### src/verilog/adcc_pkg.sv
// Purpose: constants and types for the converter control block
// Assumes: 8-bit register port, 50 MHz clock
// Notes: register indices chosen locally
package adcc_pkg;
  localparam logic [2:0] ADDR_RES_LO = 3'h0;
  localparam logic [2:0] ADDR_RES_HI = 3'h1;
  localparam logic [2:0] ADDR_CONV_CTL = 3'h2;
  localparam logic [2:0] ADDR_CLK_REF = 3'h3;
  localparam logic [2:0] ADDR_PIN_EN = 3'h4;
  localparam int BIT_START = 7;
  localparam int BIT_BUSY = 6;
  localparam int BIT_PDOWN = 5;
  localparam int BIT_JUSTIFY = 4;
  localparam int BIT_ROUTE = 7;
  localparam int BIT_BG_EN = 6;
  localparam int BIT_REF = 4;
  localparam logic [7:0] CONV_CTL_MASK = 8'hf7;
  localparam logic [7:0] CLK_REF_MASK = 8'hd7;
  localparam logic [7:0] CONV_CTL_RST = 8'h60;
  localparam logic [7:0] CLK_REF_RST = 8'h00;
  localparam logic [7:0] PIN_EN_RST = 8'hff;
  // conversion length in converter clock periods
  localparam logic [4:0] CONV_TICKS = 5'h10;
  localparam logic [2:0] CLK_DIV_UNDEF = 3'h7;
  typedef enum logic [1:0] {ST_IDLE, ST_HELD, ST_CONV} adcc_state_e;
  typedef struct packed {
    logic [2:0] addr;
    logic [7:0] wdata;
    logic wr;
    logic rd;
  } adcc_bus_s;
  typedef struct packed {
    adcc_state_e st;
    logic [7:0] conv_ctl;
    logic [7:0] clk_ref;
    logic [7:0] pin_en;
    logic [11:0] result;
    logic [5:0] div_cnt;
    logic [4:0] tick_cnt;
    logic [7:0] rdata;
    logic irq;
    logic sample;
  } adcc_state_s;
endpackage : adcc_pkg

### src/verilog/adcc_top.sv
// Purpose: register file and sequencer of the converter control block
// Assumes: converter core returns data combinationally from its input
// Notes: one clock, divided by an enable pulse
//
// Chosen here: the register offsets and the strobed register port.
`timescale 1ns/1ps
`default_nettype none
module adcc_top (
  // clock and reset
  input wire logic clk,
  input wire logic rst_n,
  // register port
  input wire adcc_pkg::adcc_bus_s bus,
  output logic [7:0] rdata,
  // converter core
  input wire logic [11:0] core_data,
  output logic core_reset,
  output logic core_power_down,
  output logic core_sample,
  output logic conv_clk_en,
  output logic [7:0] channel_onehot,
  output logic bandgap_routed,
  output logic bandgap_on,
  output logic ext_ref_sel,
  output logic vref_pin_digital_off,
  // system
  input wire logic low_voltage_reset_en,
  output logic conv_done_irq,
  // pins
  output logic [7:0] pin_analog,
  output logic [7:0] pin_pullup_allow
);
  adcc_pkg::adcc_state_s q_ff;
  adcc_pkg::adcc_state_s nxt_q;
  logic tick;
  logic [5:0] div_max;

  // ***********************************
  // clock divider
  // ***********************************
  function automatic logic [5:0] div_limit(input logic [2:0] code);
    // undefined code treated as the slowest rate rather than a stall
    if (code == adcc_pkg::CLK_DIV_UNDEF) begin
      div_limit = 6'h3f;
    end else begin
      div_limit = 6'((7'h01 << code) - 7'h01);
    end
  endfunction : div_limit

  always_comb begin
    div_max = div_limit(q_ff.clk_ref[2:0]);
    tick = (q_ff.div_cnt >= div_max);
  end

  // ***********************************
  // next state
  // ***********************************
  always_comb begin
    nxt_q = q_ff;
    nxt_q.irq = 1'b0;
    nxt_q.sample = 1'b0;
    nxt_q.rdata = 8'h00;
    nxt_q.div_cnt = tick ? 6'h00 : 6'(q_ff.div_cnt + 6'h01);
    if (bus.wr) begin
      case (bus.addr)
        adcc_pkg::ADDR_CONV_CTL: begin
          nxt_q.conv_ctl = (bus.wdata & adcc_pkg::CONV_CTL_MASK)
            & ~(8'h01 << adcc_pkg::BIT_BUSY) // busy flag is read-only
            | (q_ff.conv_ctl & (8'h01 << adcc_pkg::BIT_BUSY));
        end
        adcc_pkg::ADDR_CLK_REF: nxt_q.clk_ref =
          bus.wdata & adcc_pkg::CLK_REF_MASK;
        adcc_pkg::ADDR_PIN_EN: nxt_q.pin_en = bus.wdata;
        default: ;
      endcase
    end
    case (q_ff.st)
      adcc_pkg::ST_IDLE: begin
        if (nxt_q.conv_ctl[adcc_pkg::BIT_START]) begin
          nxt_q.st = adcc_pkg::ST_HELD;
        end
      end
      adcc_pkg::ST_HELD: begin
        // falling start launches the conversion
        if (!nxt_q.conv_ctl[adcc_pkg::BIT_START]) begin
          nxt_q.st = adcc_pkg::ST_CONV;
          nxt_q.tick_cnt = 5'h00;
        end
      end
      adcc_pkg::ST_CONV: begin
        if (nxt_q.conv_ctl[adcc_pkg::BIT_START]) begin
          nxt_q.st = adcc_pkg::ST_HELD;
        end else if (q_ff.conv_ctl[adcc_pkg::BIT_PDOWN]) begin
          nxt_q.st = adcc_pkg::ST_HELD;
        end else if (tick) begin
          if (q_ff.tick_cnt == adcc_pkg::CONV_TICKS - 5'h01) begin
            nxt_q.result = core_data;
            nxt_q.st = adcc_pkg::ST_IDLE;
            nxt_q.irq = 1'b1;
            nxt_q.sample = 1'b1;
          end else begin
            nxt_q.tick_cnt = 5'(q_ff.tick_cnt + 5'h01);
          end
        end
      end
      default: nxt_q.st = adcc_pkg::ST_IDLE;
    endcase
    // busy is one while held in reset or converting
    nxt_q.conv_ctl[adcc_pkg::BIT_BUSY] =
      (nxt_q.st != adcc_pkg::ST_IDLE);
    // an aborted held state stays busy until a new start completes
    if (q_ff.st == adcc_pkg::ST_HELD && nxt_q.st == adcc_pkg::ST_HELD) begin
      nxt_q.conv_ctl[adcc_pkg::BIT_BUSY] = 1'b1;
    end
    if (bus.rd) begin
      case (bus.addr)
        adcc_pkg::ADDR_RES_LO: nxt_q.rdata =
          q_ff.conv_ctl[adcc_pkg::BIT_JUSTIFY] ? q_ff.result[7:0]
          : {q_ff.result[3:0], 4'h0};
        adcc_pkg::ADDR_RES_HI: nxt_q.rdata =
          q_ff.conv_ctl[adcc_pkg::BIT_JUSTIFY]
          ? {4'h0, q_ff.result[11:8]}
          : q_ff.result[11:4];
        adcc_pkg::ADDR_CONV_CTL: nxt_q.rdata =
          q_ff.conv_ctl & adcc_pkg::CONV_CTL_MASK;
        adcc_pkg::ADDR_CLK_REF: nxt_q.rdata =
          q_ff.clk_ref & adcc_pkg::CLK_REF_MASK;
        adcc_pkg::ADDR_PIN_EN: nxt_q.rdata = q_ff.pin_en;
        default: nxt_q.rdata = 8'h00;
      endcase
    end
  end

  always_ff @(posedge clk or negedge rst_n) begin
    if (!rst_n) begin
      q_ff <= '{st: adcc_pkg::ST_IDLE, conv_ctl: adcc_pkg::CONV_CTL_RST,
        clk_ref: adcc_pkg::CLK_REF_RST, pin_en: adcc_pkg::PIN_EN_RST,
        result: 12'h000, div_cnt: 6'h00, tick_cnt: 5'h00, rdata: 8'h00,
        irq: 1'b0, sample: 1'b0};
    end else begin
      q_ff <= nxt_q;
    end
  end

  // ***********************************
  // outputs
  // ***********************************
  always_comb begin
    rdata = q_ff.rdata;
    core_reset = (q_ff.st == adcc_pkg::ST_HELD);
    core_power_down = q_ff.conv_ctl[adcc_pkg::BIT_PDOWN];
    core_sample = q_ff.sample;
    conv_clk_en = tick;
    bandgap_routed = q_ff.clk_ref[adcc_pkg::BIT_ROUTE];
    channel_onehot = bandgap_routed ? 8'h00
      : (8'h01 << q_ff.conv_ctl[2:0]);
    bandgap_on = q_ff.clk_ref[adcc_pkg::BIT_BG_EN]
      | low_voltage_reset_en;
    ext_ref_sel = q_ff.clk_ref[adcc_pkg::BIT_REF];
    vref_pin_digital_off = ext_ref_sel;
    conv_done_irq = q_ff.irq;
    pin_analog = q_ff.pin_en;
    pin_pullup_allow = ~q_ff.pin_en;
  end
endmodule : adcc_top
`default_nettype wire

### config.mk
export PLATFORM = sky130hd
export DESIGN_NAME = adcc_top
export DESIGN_NICKNAME = d
export VERILOG_FILES = /design/src/verilog/adcc_pkg.sv /design/src/verilog/adcc_top.sv
export SDC_FILE = /design/constraint.sdc
export NUM_CORES = 1
export LEC_CHECK = 0
export ABC_AREA = 1
export BUFFER_PORTS_ARGS = -buffer_cell sky130_fd_sc_hd__buf_2
export CAP_MARGIN = 20
export CORE_ASPECT_RATIO = 1.75
export CORE_MARGIN = 1
export CORE_UTILIZATION = 50
export CTS_CLUSTER_DIAMETER = 150
export DETAILED_ROUTE_END_ITERATION = 6
export PLACE_DENSITY_LB_ADDON = 0.12
export SLEW_MARGIN = 10
export SYNTH_ARGS = -nofsm -noshare
export SYNTH_HDL_FRONTEND = slang
export SYNTH_SLANG_ARGS = --single-unit
### constraint.sdc
create_clock -name clk -period 3 [get_ports clk]
set_input_delay 0.6 -clock clk [delete_from_list [all_inputs] [get_ports clk]]
set_output_delay 0.6 -clock clk [all_outputs]
set_load 0.01 [all_outputs]
==> flow_metrics.tcl <==
set metrics [dict create \
    clkTransAtPathRegs_ns 0.09 \
    worstSetupEndpointType "primary output" \
    cpPeakStageDelay_ns 0.44 \
    fmax_mhz 352.7 \
    post-route-period-util 0.9452 \
    start_util 0.5174 \
    cts_tree "built" \
    crit_slowest_cell "dfrtp_2" \
    status "finished, final reports clean" \
    viasPerCell 4.946 \
    mostFrequentLayoutCell "nand2_1" \
    grt_usage 0.2291 \
    clk_path_buf_depth 2 \
    maxCapViolCount 0 \
    power.leakage_nw 1.891 \
    numPortBuffers 68 \
    grt_max_degree 26 \
    clock-skew-final_ns 0.005949 \
    antenna_found_initial 0 \
    instances_no_fill 517 \
    hold_viol 0 \
    syn-mean-instance-area_sq_um 7.880 \
    num_antenna_cells 0 \
    dr.pass1.iters 4 \
    routed_wl_um 6646 \
    grt_pass1_wl_um 10930 \
    synth_area_sq_um 3018 \
    postPlaceCellArea_sq_um 3291 \
    layout-drive-gt1-share 0.2460 \
    gp_congestion 0.8480 \
    fin_setup_tns_ns 0 \
    cts_root_buffer "clkbuf_8" \
    synth.area.top_cells "dfrtp_1, nand2_1, dfstp_2" \
    p_switching_w 0.0008041 \
    regArea_sq_um 1391 \
    fillCellCount 573 \
    yosysSeqAreaShare 0.4602 \
    worst_pin_slew_ns 0.6386 \
    cts_buffers 5 \
    combinationalPowerShare 0.355 \
    drt_iter0_markers 131 \
    cts-htree-levels 2 \
    pwr-share-clk 0.182 \
    slew-limit-headroom 0.5731 \
    final_area_sq_um 3406 \
    grt_pass1_vias 2434 \
    dr_total_vias 2557 \
    place_inst 506 \
    arrival_ns 2.24 \
    yosysUniqueCellTypes 34 \
    slew_viol_final 0 \
    path_cells "inv_2 > nand3_1 > ha_2 > o21ai_0 > nand2_1 > a21oi_1 > ha_1 > nand2_1 > inv_1 > a21oi_1 > nand2_2 > buf_2" \
    ctsHoldBuffers 0 \
    setup_violations 0 \
    overflow 0 \
    critPathRequiredTime_ns 2.40 \
    dieArea_sq_um 6363 \
    antenna_left 0 \
    synth_area_leader_cell "dfrtp_1" \
    numClockSinks 55 \
    reg2reg_depth 17 \
    min_period_ns 2.836 \
    io-pin-count 69 \
    synth_seq_cells 55 \
    ys_warn_count 0 \
    max-vdd-ir-drop_uv 324.9 \
    cp_max_fo 6 \
    dpl.hpwl_um 5232 \
    syn_nets 421 \
    swShare 0.3760 \
    drc_errors 0 \
    criticalPathCategory "reg2out" \
    most-common-layout-cells "nand2_1, buf_2, inv_1" \
    synthCells 383 \
    fin_nets 476 \
    internal-power_w 0.001335 \
    rows 37 \
    die_w_um 60.73 \
    synth.top_cell.area_share 0.3731 \
    coreArea_sq_um 5833 \
    start_kind "flop" \
    rsz0062_at_grt "no" \
    power_density_nw_per_um2 627.9 \
    area_delta_synth_final_pct 12.85 \
    die_h_um 104.8 \
    worstSkewPairLatency_ns 0.31 \
    min_path_type "in2async" \
    avgRoutedWirePerCell_um 12.85 \
    multi_input_area_sq_um 1262 \
    sequentialPowerShare 0.463 \
]
==> worst max-delay path: cells and delay by family, from the launching register on <==
kind | cells | cell delay [ns]
AOI/OAI and AO/OA | 3 | 0.39
adders and majority gates | 2 | 0.47
buffers and inverters | 3 | 0.28
DFF | 1 | 0.44
and+or+nand+nor | 4 | 0.34
==> cell families after synthesis <==
| kind of cell | after synthesis | share of synthesized area |
|---|---|---|
| xor gates and xnor gates | 3 | 0.008708 |
| adders and majority gates | 10 | 0.04146 |
| and+or+nand+nor | 178 | 0.2566 |
| buffers and inverters | 76 | 0.1248 |
| AOI/OAI and AO/OA | 60 | 0.1045 |
| DFF | 55 | 0.4602 |
| muxes | 1 | 0.003731 |
==> cell type report <==
class	count	share of cell area
Clock buffer	8	0.02351
Inverter	51	0.05768
Tap cell	78	0.02866
Sequential cell	55	0.4085
Timing Repair Buffer	73	0.1109
Multi-Input combinational cell	252	0.3707
==> cell usage after synthesis <==
master,n
inv_1,48
o22ai_1,6
nor3b_1,2
nand2_2,4
nor3_2,1
buf_2,3
xor2_1,1
o2111ai_1,1
dfstp_2,10
dfrtp_1,45
clkinv_4,1
buf_4,18
nand3_1,20
nand3_4,1
nor2_1,32
nor3_1,2
inv_2,2
clkbuf_1,2
a21oi_1,11
nor2_8,1
or2_2,1
xnor2_1,2
nor2_4,1
o211ai_1,1
buf_6,2
mux2_2,1
nand2_1,109
nand4_1,1
a31oi_1,1
nand2_4,1
o21ai_0,22
o21ai_1,18
and3_1,2
ha_1,10
==> per-layer routing <==
layer | global-route usage | up-vias | part of all wire
met4 | 0.08117 | 0 | 0.026
met3 | 0.03094 | 14 | 0.038
li1 | - | 1309 | -
met5 | 0 | - | 0
met1 | 0.2610 | 1169 | 0.39
met2 | 0.4144 | 65 | 0.54
==> through the flow <==
stage / total power [W] / util / hold WS (ns) / setup slack, ns
floorplan: 0.001511 / - / 0.3044 / 0.6577
finish: 0.002139 / 0.5839 / 0.2664 / 0.1644
global route: 0.002302 / 0.5839 / 0.3098 / 0.02562
global placement: 0.001707 / 0.5641 / 0.4549 / 0.3999
detailed placement: 0.001733 / 0.5641 / 0.4702 / 0.2777
CTS: 0.002147 / 0.5796 / 0.2810 / 0.1065
==> power by group through the flow <==
stage / clock, W / combinational (W) / sequential (W)
final: 0.000389 / 0.000759 / 0.000991
after global routing: 0.000424 / 0.000869 / 0.00101
after CTS: 0.000401 / 0.000755 / 0.000991
after detailed placement: 0 / 0.000729 / 0.00100
after global placement: 0 / 0.000709 / 0.000998
after floorplan: 0 / 0.000540 / 0.000972
==> registers in the layout, indices dropped and copies added, names as in the netlist <==
| name | count |
|---|---|
| pin_analog | 8 |
| bandgap_routed | 1 |
| ext_ref_sel | 1 |
| q_ff | 35 |
| conv_done_irq | 1 |
| rdata | 8 |
| core_power_down | 1 |
==> what timing repair did <==
action,4_1_cts,5_1_grt
gates cloned,0,0
setup endpoints to repair,1,1
buffers inserted,1,2
pin swaps,1,0
resized for setup,2,5
==> path summary, 6_finish.rpt <==
check / start / to / slack, ns
min reg2reg: pin_analog[2] / pin_analog[2] / 0.49
max reg2reg: q_ff[43] / q_ff[14] / 0.42
max: q_ff[43] / conv_clk_en / 0.16
max in group asynchronous: rst_n / q_ff[55] / 2.02
min: rst_n / q_ff[19] / 0.27
min in group clk: core_data[2] / q_ff[23] / 0.48
No activity file was read; power rests on OpenSTA's default activity.
